`config.mk`:
```
export PLATFORM = sky130hd
export DESIGN_NAME = spf_port
export DESIGN_NICKNAME = d
export VERILOG_FILES = /design/src/rtl/spf_pkg.sv /design/src/rtl/spf_port.sv /design/src/rtl/spf_fifo.sv
export VERILOG_INCLUDE_DIRS = /design/src /design/src/rtl
export SDC_FILE = /design/constraint.sdc
export NUM_CORES = 1
export LEC_CHECK = 0
export BUFFER_PORTS_ARGS = -buffer_cell sky130_fd_sc_hd__buf_2
export CAP_MARGIN = 5
export CORE_MARGIN = 4
export CORE_UTILIZATION = 35
export DETAILED_ROUTE_END_ITERATION = 10
export SETUP_SLACK_MARGIN = 0.02
export SYNTH_ARGS = -nofsm -noshare
export SYNTH_HDL_FRONTEND = slang
export SYNTH_SLANG_ARGS = --single-unit
```
`constraint.sdc`:
```
create_clock -name clk -period 3.2 [get_ports clk]
set_input_delay 0.16 -clock clk [delete_from_list [all_inputs] [get_ports clk]]
set_output_delay 0.16 -clock clk [all_outputs]
set_load 0.02 [all_outputs]
```
`src/rtl/spf_defs.svh`:
```
`ifndef SPF_DEFS_SVH
`define SPF_DEFS_SVH

// ----------------------------------------------------------------------------
// Data path
// ----------------------------------------------------------------------------
`define SPF_DATA_W 8
`define SPF_FIFO_DEPTH 32

// ----------------------------------------------------------------------------
// Timing: system clock and port clock periods in picoseconds
// ----------------------------------------------------------------------------
`define SPF_SYS_PERIOD_PS 4000
`define SPF_PORT_PERIOD_PS 16670
// Half period of the port clock in system cycles, rounded down, never below 1
`define SPF_PORT_HALF_CYC (((`SPF_PORT_PERIOD_PS / 2) / `SPF_SYS_PERIOD_PS) < 1 ? 1 : \
    ((`SPF_PORT_PERIOD_PS / 2) / `SPF_SYS_PERIOD_PS))

// ----------------------------------------------------------------------------
// Reset values of the port pins
// ----------------------------------------------------------------------------
`define SPF_FLAG_RST 1'b1
`define SPF_SYNC_RST 4'hF

`endif

```
`src/rtl/spf_pkg.sv`:
```
package spf_pkg;

    // ------------------------------------------------------------------------
    // Direction the shared bus is turned toward
    // ------------------------------------------------------------------------
    typedef enum logic [1:0] {
        SPF_IDLE,
        SPF_READ,
        SPF_WRITE
    } spf_dir_e;

    typedef logic [7:0] spf_byte_t;

endpackage : spf_pkg

```
`src/rtl/spf_port.sv`:
```
// How it works
// - Free-running port clock divided from the system clock, driven out.
// - Bus carries a read or a write, never both at once.
// - All transfers happen on the port clock rising edge.
// - Data-available flag goes low when a read byte is waiting.
// - With output-enable low the first byte is already on the bus.
// - Next byte appears on the edge that sampled the read strobe low.
// - Data-available flag goes high once the receive buffer is empty.
// - One write byte per port clock while space-available stays low.
// - A write byte is taken only when space flag and strobe are low.
`timescale 1ns/1ns
`include "spf_defs.svh"

module spf_port
    import spf_pkg::*;
#(
    parameter int DATA_W = `SPF_DATA_W,
    parameter int DEPTH = `SPF_FIFO_DEPTH,
    parameter int PORT_HALF_CYCLES = `SPF_PORT_HALF_CYC
) (
    // Clock, enable and reset
    input wire logic clk,
    input wire logic clk_en,
    input wire logic reset_n,
    // Mode selection
    input wire logic sync_mode_en,
    // Parallel port pins
    output logic port_clock_out,
    output logic rx_data_available_n,
    output logic tx_space_available_n,
    input wire logic port_out_enable_n,
    input wire logic port_read_n,
    input wire logic port_write_n,
    input wire logic [DATA_W-1:0] port_data_in,
    output logic [DATA_W-1:0] port_data_out,
    output logic port_data_oe,
    // Receive stream from the device core
    input wire logic rx_in_valid,
    output logic rx_in_ready,
    input wire logic [DATA_W-1:0] rx_in_data,
    // Transmit stream toward the device core
    output logic tx_out_valid,
    input wire logic tx_out_ready,
    output logic [DATA_W-1:0] tx_out_data,
    // Status
    output logic [$clog2(DEPTH):0] rx_level,
    output logic [$clog2(DEPTH):0] tx_level,
    output logic read_taken,
    output logic write_taken
);

    localparam int CW = $clog2(DEPTH) + 1;
    localparam int DW = (PORT_HALF_CYCLES > 1) ? $clog2(PORT_HALF_CYCLES) : 1;
    localparam int SW = DATA_W + 3;

    // ------------------------------------------------------------------------
    // Declarations
    // ------------------------------------------------------------------------
    logic [DW-1:0] div_ff;
    logic port_clk_ff;
    logic port_rise;
    logic [SW-1:0] pin_meta_ff;
    logic [SW-1:0] pin_sync_ff;
    logic oe_s_n;
    logic rd_s_n;
    logic wr_s_n;
    logic [DATA_W-1:0] din_s;
    spf_dir_e dir_ff;
    spf_dir_e nxt_dir;
    logic rxf_n_ff;
    logic txe_n_ff;
    logic [DATA_W-1:0] shown_ff;
    logic shown_valid_ff;
    logic data_oe_ff;
    logic read_taken_ff;
    logic write_taken_ff;
    logic consume;
    logic load;
    logic nxt_shown_valid;
    logic tx_push;
    logic tx_in_ready;
    logic rxq_valid;
    logic [DATA_W-1:0] rxq_data;
    logic [CW-1:0] tx_free;
    logic [CW-1:0] nxt_tx_free;

    // Both active-low strobes asserted
    function automatic logic spf_both_low(input logic a_n, input logic b_n);
        return !a_n && !b_n;
    endfunction : spf_both_low

    // ------------------------------------------------------------------------
    // Port clock generation
    // ------------------------------------------------------------------------
    // Divider toggles the port clock every half period
    always_ff @(posedge clk) begin
        if (!reset_n) begin
            div_ff <= '0;
            port_clk_ff <= 1'b0;
        end else if (clk_en) begin
            if (div_ff == DW'(PORT_HALF_CYCLES - 1)) begin
                div_ff <= '0;
                port_clk_ff <= !port_clk_ff;
            end else begin
                div_ff <= div_ff + DW'(1);
            end
        end
    end

    // Cycle in which the port clock goes high
    assign port_rise = clk_en && !port_clk_ff
        && (div_ff == DW'(PORT_HALF_CYCLES - 1));
    assign port_clock_out = port_clk_ff;

    // ------------------------------------------------------------------------
    // Pin synchronisers
    // ------------------------------------------------------------------------
    // Two flops on every pin input from the far side
    always_ff @(posedge clk) begin
        if (!reset_n) begin
            pin_meta_ff <= {3'h7, {DATA_W{1'b0}}};
            pin_sync_ff <= {3'h7, {DATA_W{1'b0}}};
        end else if (clk_en) begin
            pin_meta_ff <= {port_out_enable_n, port_read_n, port_write_n, port_data_in};
            pin_sync_ff <= pin_meta_ff;
        end
    end

    assign oe_s_n = pin_sync_ff[SW-1];
    assign rd_s_n = pin_sync_ff[SW-2];
    assign wr_s_n = pin_sync_ff[SW-3];
    assign din_s = pin_sync_ff[DATA_W-1:0];

    // ------------------------------------------------------------------------
    // Bus direction
    // ------------------------------------------------------------------------
    // Output-enable low turns the bus to reads and locks writes out
    always_comb begin
        nxt_dir = dir_ff;
        case (dir_ff)
            SPF_IDLE: begin
                if (sync_mode_en && !oe_s_n) begin
                    nxt_dir = SPF_READ;
                end else if (sync_mode_en) begin
                    nxt_dir = SPF_WRITE;
                end
            end
            SPF_READ: begin
                if (!sync_mode_en) begin
                    nxt_dir = SPF_IDLE;
                end else if (oe_s_n) begin
                    nxt_dir = SPF_WRITE;
                end
            end
            SPF_WRITE: begin
                if (!sync_mode_en) begin
                    nxt_dir = SPF_IDLE;
                end else if (!oe_s_n) begin
                    nxt_dir = SPF_READ;
                end
            end
            default: begin
                nxt_dir = SPF_IDLE;
            end
        endcase
    end

    // Direction register
    always_ff @(posedge clk) begin
        if (!reset_n) begin
            dir_ff <= SPF_IDLE;
        end else if (clk_en) begin
            dir_ff <= nxt_dir;
        end
    end

    // Drivers follow output-enable, released when it is high
    always_ff @(posedge clk) begin
        if (!reset_n) begin
            data_oe_ff <= 1'b0;
        end else if (clk_en) begin
            data_oe_ff <= (nxt_dir == SPF_READ);
        end
    end

    assign port_data_oe = data_oe_ff;
    assign port_data_out = shown_ff;

    // ------------------------------------------------------------------------
    // Receive buffer and read path
    // ------------------------------------------------------------------------
    spf_fifo #(
        .WIDTH(DATA_W),
        .DEPTH(DEPTH)
    ) u_rx_fifo (
        .clk(clk),
        .clk_en(clk_en),
        .reset_n(reset_n),
        .in_valid(rx_in_valid),
        .in_ready(rx_in_ready),
        .in_data(rx_in_data),
        .out_valid(rxq_valid),
        .out_ready(load),
        .out_data(rxq_data),
        .level(rx_level)
    );

    // Byte taken when flag, enable and strobe are all low at a rising edge
    assign consume = port_rise && (dir_ff == SPF_READ) && !rxf_n_ff
        && shown_valid_ff && spf_both_low(oe_s_n, rd_s_n);
    // Refill the shown byte whenever it is empty or being taken
    assign load = rxq_valid && (!shown_valid_ff || consume);
    assign nxt_shown_valid = load || (shown_valid_ff && !consume);

    // Byte held on the bus before any strobe arrives
    always_ff @(posedge clk) begin
        if (!reset_n) begin
            shown_ff <= '0;
            shown_valid_ff <= 1'b0;
        end else if (clk_en) begin
            if (load) begin
                shown_ff <= rxq_data;
            end
            shown_valid_ff <= nxt_shown_valid;
        end
    end

    // Data-available flag updated on rising edges only
    always_ff @(posedge clk) begin
        if (!reset_n) begin
            rxf_n_ff <= `SPF_FLAG_RST;
        end else if (port_rise) begin
            rxf_n_ff <= !(sync_mode_en && nxt_shown_valid);
        end
    end

    assign rx_data_available_n = rxf_n_ff;

    // ------------------------------------------------------------------------
    // Transmit buffer and write path
    // ------------------------------------------------------------------------
    // Byte taken only with space flag and strobe low, bus not turned to reads
    assign tx_push = port_rise && (dir_ff == SPF_WRITE)
        && spf_both_low(txe_n_ff, wr_s_n) && tx_in_ready;

    spf_fifo #(
        .WIDTH(DATA_W),
        .DEPTH(DEPTH)
    ) u_tx_fifo (
        .clk(clk),
        .clk_en(clk_en),
        .reset_n(reset_n),
        .in_valid(tx_push),
        .in_ready(tx_in_ready),
        .in_data(din_s),
        .out_valid(tx_out_valid),
        .out_ready(tx_out_ready),
        .out_data(tx_out_data),
        .level(tx_level)
    );

    // Free space after this edge's write, so a full buffer never over-accepts
    assign tx_free = CW'(DEPTH) - tx_level;
    assign nxt_tx_free = tx_free - CW'(tx_push);

    // Space-available flag updated on rising edges only
    always_ff @(posedge clk) begin
        if (!reset_n) begin
            txe_n_ff <= `SPF_FLAG_RST;
        end else if (port_rise) begin
            txe_n_ff <= !(sync_mode_en && (nxt_tx_free != '0));
        end
    end

    assign tx_space_available_n = txe_n_ff;

    // ------------------------------------------------------------------------
    // Transfer pulses
    // ------------------------------------------------------------------------
    // One-cycle marks of each byte moved across the port
    always_ff @(posedge clk) begin
        if (!reset_n) begin
            read_taken_ff <= 1'b0;
            write_taken_ff <= 1'b0;
        end else if (clk_en) begin
            read_taken_ff <= consume;
            write_taken_ff <= tx_push;
        end
    end

    assign read_taken = read_taken_ff;
    assign write_taken = write_taken_ff;

endmodule : spf_port

```
`src/rtl/spf_fifo.sv`:
```
`timescale 1ns/1ns
`include "spf_defs.svh"

module spf_fifo
    import spf_pkg::*;
#(
    parameter int WIDTH = `SPF_DATA_W,
    parameter int DEPTH = `SPF_FIFO_DEPTH
) (
    // Clock and reset
    input wire logic clk,
    input wire logic clk_en,
    input wire logic reset_n,
    // Fill side
    input wire logic in_valid,
    output logic in_ready,
    input wire logic [WIDTH-1:0] in_data,
    // Drain side
    output logic out_valid,
    input wire logic out_ready,
    output logic [WIDTH-1:0] out_data,
    // Fill level
    output logic [$clog2(DEPTH):0] level
);

    localparam int AW = (DEPTH > 1) ? $clog2(DEPTH) : 1;
    localparam int CW = $clog2(DEPTH) + 1;

    logic [WIDTH-1:0] mem_ff [DEPTH];
    logic [AW-1:0] wr_ptr_ff;
    logic [AW-1:0] rd_ptr_ff;
    logic [CW-1:0] count_ff;
    logic push;
    logic pop;

    // Pointer step with wrap for any depth
    function automatic logic [AW-1:0] spf_ptr_inc(input logic [AW-1:0] p);
        if (p == AW'(DEPTH - 1)) begin
            return '0;
        end
        return p + AW'(1);
    endfunction : spf_ptr_inc

    // ------------------------------------------------------------------------
    // Handshakes
    // ------------------------------------------------------------------------
    assign in_ready = (count_ff != CW'(DEPTH));
    assign out_valid = (count_ff != '0);
    assign push = in_valid && in_ready;
    assign pop = out_valid && out_ready;
    assign out_data = mem_ff[rd_ptr_ff];
    assign level = count_ff;

    // Storage write
    always_ff @(posedge clk) begin
        if (clk_en && push) begin
            mem_ff[wr_ptr_ff] <= in_data;
        end
    end

    // Pointers and count
    always_ff @(posedge clk) begin
        if (!reset_n) begin
            wr_ptr_ff <= '0;
            rd_ptr_ff <= '0;
            count_ff <= '0;
        end else if (clk_en) begin
            if (push) begin
                wr_ptr_ff <= spf_ptr_inc(wr_ptr_ff);
            end
            if (pop) begin
                rd_ptr_ff <= spf_ptr_inc(rd_ptr_ff);
            end
            if (push && !pop) begin
                count_ff <= count_ff + CW'(1);
            end else if (pop && !push) begin
                count_ff <= count_ff - CW'(1);
            end
        end
    end

endmodule : spf_fifo

```
; ---- Yosys cells after proc, flatten, opt, wreduce, memory -nomap -nowiden
; Memories as Yosys holds them, arrays and structs flattened. A register that Yosys moved wholly into a read port is not among the register bits.
; Index checks and enable logic that the tools add are counted.
[totals]
register_bits = 64
latchBits = 0
mem_bits_rw = 512
mem_bits_ro = 0
in_bits = 25
out_inout_bits = 36
wordCells = 138
memories = 2
[mem_list]
columns = name, depth, width, rd, rd_ports_with_merged_regs, write_ports, line_no
row1 = u_rx_fifo.mem_ff, 32, 8, 1, 1, 1, spf_fifo.sv:29  ; logic [WIDTH-1:0] mem_ff [DEPTH];
row2 = u_tx_fifo.mem_ff, 32, 8, 1, 1, 1, spf_fifo.sv:29
[op_classes]
n_addsub = 11
n_mul = 0
div_mod_pow = 0
magnitude_cmp = 0
eq_ne = 9
shifts = 0
n_mux = 42
bitwise_logic = 0
reduce_logical = 57
[ops]
columns = op, count
row1 = 2-to-1 mux 5 bit, 10
row2 = logical AND 1 bit, 26
row3 = 2-to-1 mux 6 bit, 4
row4 = 2-to-1 mux 1 bit, 21
row5 = "adder 5 x 1 -> 5 bit, second input constant", 4
row6 = "equality test 5 bit, second input constant", 4
row7 = nonzero test 6 bit, 3
row8 = AND reduction 2 bit, 8
row9 = zero test 1 bit, 15
row10 = "adder 6 x 1 -> 6 bit, second input constant", 2
row11 = 2-to-1 mux 2 bit, 6
row12 = "!= test 6 bit, second input constant", 2
row13 = "subtractor 6 x 1 -> 6 bit, second input constant", 2
row14 = one-hot mux 2 bit (3 select lines), 1
row15 = subtractor 6 x 1 -> 6 bit, 1
row16 = "subtractor 6 bit, first input constant", 1
row17 = "equality test 2 x 1 -> 1 bit, second input constant", 2
row18 = nonzero test 2 bit, 2
row19 = "equality test 2 bit, second input constant", 1
row20 = zero test 2 bit, 1
row21 = logical OR 1 bit, 2
row22 = "adder 1 bit, second input constant", 1

; ---- Depth between registers and ports, before layout
[logic_depth]
depth_word = 14
ltp_mapped = 13
mapped_depth_nobuf = 13

; ---- Hierarchy
; A second synthesis with hierarchy kept.
[hier_totals]
hier_cells = 1442
hier_area_um2 = 23936.7
[modules_own_cells]
columns = mod, n_inst, cells_per_inst, area_per_inst_um2, seq_area_each_um2
row1 = spf_fifo, 2, 633, 11073.1, 8107.8
row2 = spf_port, 1, 176, 1790.5, 800.8

; ---- Worst setup path after synthesis
; OpenSTA, ideal clock, no wires.
[synth_path]
path_kind = register to register
start = reg u_rx_fifo.count_ff[1] (netlist: u_rx_fifo.level[1])
end = reg u_rx_fifo.count_ff[4] (netlist: u_rx_fifo.level[4])
setup_time_ns = 0.115
arrival_time_ns = 2.901
required_time_ns = 3.085
setup_slack_ns = 0.184
path_stages_with_launch = 12
path_buffers = 0
synth_period_minus_slack_ns = 3.016
cell_sequence = dfxtp_1 -> or4_1 -> or3_1 -> nand2_1 -> ha_1 -> inv_1 -> fa_1 -> a21o_1 -> a21oi_1 -> xor2_1 -> o21ai_0 -> and2_1
[synth_via]
elab_chain_cells = 7
word_cells_on_any_way = 15
classes_between = add/sub: 2 / eq/ne: 1 / mux: 2 / reduce/logical: 10
[synth_rtl]
columns = item, line_no
row1 = start: declaration, spf_fifo.sv:32  ; logic [CW-1:0] count_ff;
row2 = start signal: assignment, spf_fifo.sv:75  ; count_ff <= count_ff + CW'(1);
row3 = start signal: assignment, spf_fifo.sv:77  ; count_ff <= count_ff - CW'(1);
row4 = branches (longest 7 deep; another with subtractor 6 x 1 -> 6 bit), --
; Parallel ways; which one is timed is not known. The select of a mux whose other input is x is not followed.
; A chain may end at the register's enable or synchronous reset.

==> out/summary.md <==
## Timing
* **final-layout setup total negative slack** 0 ns
* **setup repair after global routing missed its margin** yes
* **count of final hold-check violations** 0
* **Slew Limit Fails** 0
* **worst-case headroom to the max-slew limit** 17.1%
* **setup skew after layout** 0.0183 ns
* **Max Freq** 0.326 GHz
* **Tcrit/Tclk final** 95.8%
* **Hold Worst Slack** 0.0940 ns
* **final-report setup violation count** 0
* **measured slew at the worst slew-check pin** 1.24 ns
* **minimum clock period** 3.07 ns

## Worst setup path
* **kind of capture point of the worst setup path** output pin
* **CP max FO** 28
* **arrival time at the worst endpoint** 2.91 ns
* **startpoint type of the worst setup path** flip-flop
* **required time of the critical path** 3.04 ns
* **Crit Path Class** flip-flop to output pin

## GRT
* **global-route wire length before repair** 75,700 µm
* **initial antenna violation count** 0
* **vias in the first global route** 12.4k
* **largest net degree at the start of global routing** 75
* **all-layer global routing usage** 13.9%
* **gr ovfl total** 0

## Floorplanning
* **DIE WIDTH** 267 µm
* **die span in y** 267 µm
* **# rows** 94
* **core footprint** 66,200 µm²
* **boundary pin count** 61
* **area of the die** 71,400 µm²
* **effective utilization at floorplan** 35.5%

## Drt
* **mean number of vias per cell** 5.05
* **remaining antenna violation count** 0
* **DRT Pass-1 Iters** 5
* **final wirelength** 49,300 µm
* **DRC violations left** 0
* **WL/cell** 21.1 µm
* **overall via count from detail_route** 11.8k
* **Detailed Route Iter0 Violations** 902

## Layout
* **final non-filler cell total** 2,331
* **proportion of layout cells with a drive suffix above 1** 26.0%
* **leading cell types in the layout, fill and taps excluded** edfxtp_1, mux4_2, nor2_1
* **Syn-to-layout area delta** 15.8%
* **Final Instance Area** 27,300 µm²
* **area used by multi-input combinational logic** 6270 µm²
* **antenna diode count** 0
* **register cell area after layout** 16,900 µm²
* **commonest non-fill, non-tap cell in the layout** edfxtp_1
* **count of filler cells inserted in the layout** 5,854
* **number of nets at the end of the flow** 1,477

## Synth
* **register area share after synthesis** 71.9%
* **nets in the synthesized netlist** 1,341
* **count of flip-flops with a built-in enable after synthesis** 512
* **most used flip-flop cell after synthesis** edfxtp_1
* **Syn. warnings** 0
* **Synth cell types** 55
* **proportion of register bits with asynchronous set or reset after synthesis** 0%
* **per-instance average area after synthesis** 18.4 µm²
* **synthesized netlist cell count** 1,281
* **post-synthesis instance area** 23,500 µm²
* **#FFs+latches synth** 589

## Clock tree
* **clock tree from TritonCTS** done
* **Root Buffer Master** clkbuf_16
* **latest clock arrival within the worst-skew pair** 0.61 ns
* **number of clock sinks seen by CTS** 589
* **total CTS buffers** 58
* **maximum clock path buffer count** 3
* **number of levels the H-tree was split into** 2
* **clock-pin transition on the worst setup and hold timing paths** 0.06 ns

## Worst hold path
* **worst hold path class** input port to flip-flop

## Placement
* **post-detailed-placement half-perimeter wirelength** 31,200 µm
* **number of port buffers** 60
* **Final Wtd Congestion** 0.805
* **placed cell area** 25,200 µm²
* **number of placed cells counting well taps** 2,205

## Power and ir drop
* **largest vdd supply drop** 0.436 mV
* **leak pwr** 8.47 nW
* **power consumption** 0.0192 W
* **power density of the placed cells** 704 nW/µm²

## Outcome
* **outcome** finished clean

## Run
* **max-cap check violation count** 0

-- repair_timing --
action	in CTS	in global routing
hold buffers	12	0
pin swaps	0	1
hold endpoints to repair	16	0
setup endpoints to repair	8	7
resized for setup	0	6
buffers inserted	3	1
-- sequential cells by signal, indices dropped and copies added, names as in the netlist, 2 cells and up, named ones only --
name / cells
u_tx_fifo.wr_ptr_ff: 5
u_tx_fifo.level: 6
pin_meta_ff: 11
u_rx_fifo.wr_ptr_ff: 5
u_tx_fifo.rd_ptr_ff: 5
u_rx_fifo.mem_ff: 256
u_rx_fifo.level: 6
u_rx_fifo.rd_ptr_ff: 5
pin_sync_ff: 11
dir_ff: 2
port_data_out: 8
u_tx_fifo.mem_ff: 256
-- worst paths after layout --
| path | cells past startpoint | end | startpoint | slack, ns |
|---|---|---|---|---|
| setup / recovery | 5 | tx_out_data[6] | flip-flop | 0.13 |
| hold / removal | 1 | u_rx_fifo.mem_ff[11][1]$_DFFE_PP_ | rx_in_data[1] | 0.09 |
| setup reg to reg | 11 | u_rx_fifo.level[4]$_SDFFE_PN0P_ | u_rx_fifo.level[1]$_SDFFE_PN0P_ | 0.15 |
| hold reg to reg | 2 | pin_sync_ff[8]$_SDFFE_PN1P_ | pin_sync_ff[8]$_SDFFE_PN1P_ | 0.48 |
-- layout make-up --
cell class,instances,area share [%]
flip-flops and latches,589,62.1
repair buffers,141,3.79
well taps,864,3.97
clock buffers,74,5.66
inverters,20,0.285
clock inverters,36,1.19
multi-input cells,607,23.0
-- logic make-up after synthesis --
| family | synth area share, % |
|---|---|
| xor gates and xnor gates | 0.298 |
| DFF | 71.9 |
| AOI/OAI and AO/OA | 3.53 |
| adders and majority gates | 1.93 |
| and+or+nand+nor | 5.52 |
| buffers and inverters | 1.46 |
| muxes | 15.4 |
-- report_power, final --
group	leakage, nW	switching [W]	internal, W
sequential	5.00	0.000326	0.00851
combinational	2.55	0.00194	0.00177
clock	0.917	0.00289	0.00375
-- per-layer routing --
| metal | share of wire (%) | vias to the layer above | wire length, µm | track usage (%) |
|---|---|---|---|---|
| met5 | 0 | - | 0 | 0 |
| met4 | 2.0 | 0 | 1000 | 3.71 |
| met3 | 3.9 | 72 | 1910 | 1.99 |
| met2 | 49 | 240 | 24300 | 23.4 |
| met1 | 45 | 6066 | 22100 | 19.0 |
| li1 | - | 5389 | - | - |
-- synth_stat cells, types with 4 or more instances --
cell	count	area, µm²
a21oi_1	17	85.1
nand2b_1	7	43.8
a21boi_1	7	52.6
and3_1	5	31.3
buf_1	18	67.6
nor2b_1	32	200
nand3_1	20	100
xnor2_1	5	43.8
or3_1	6	37.5
ha_1	33	413
mux4_2	144	3240
clkbuf_1	27	101
and2_1	12	75.1
dfxtp_1	77	1540
a21boi_0	12	90.1
a31oi_1	5	31.3
nand3b_1	8	60.1
inv_1	19	71.3
o21ai_0	28	140
mux2i_1	28	280
nor2_1	84	315
o21ai_1	4	20.0
buf_2	19	95.1
mux2_2	8	90.1
nor4_1	5	31.3
nor3_1	4	20.0
nand2_1	60	225
a21o_1	4	30.0
edfxtp_1	512	15400
a22oi_1	32	240
-- worst max-delay path, stage by stage (launching register included) --
cell     delay (ns)
dfxtp_4        0.46
buf_16         0.26
mux4_2         0.57
mux4_2         0.52
mux2_2         0.30
buf_2          0.16
-- through the flow --
stage	setup slack [ns]	utilization, %
floorplan	0.184	-
global placement	0.137	38.1
detailed placement	0.0678	38.1
CTS	0.0270	41.1
global route	0.00620	41.2
finish	0.135	41.2
Power figures use the tool's default switching activity.
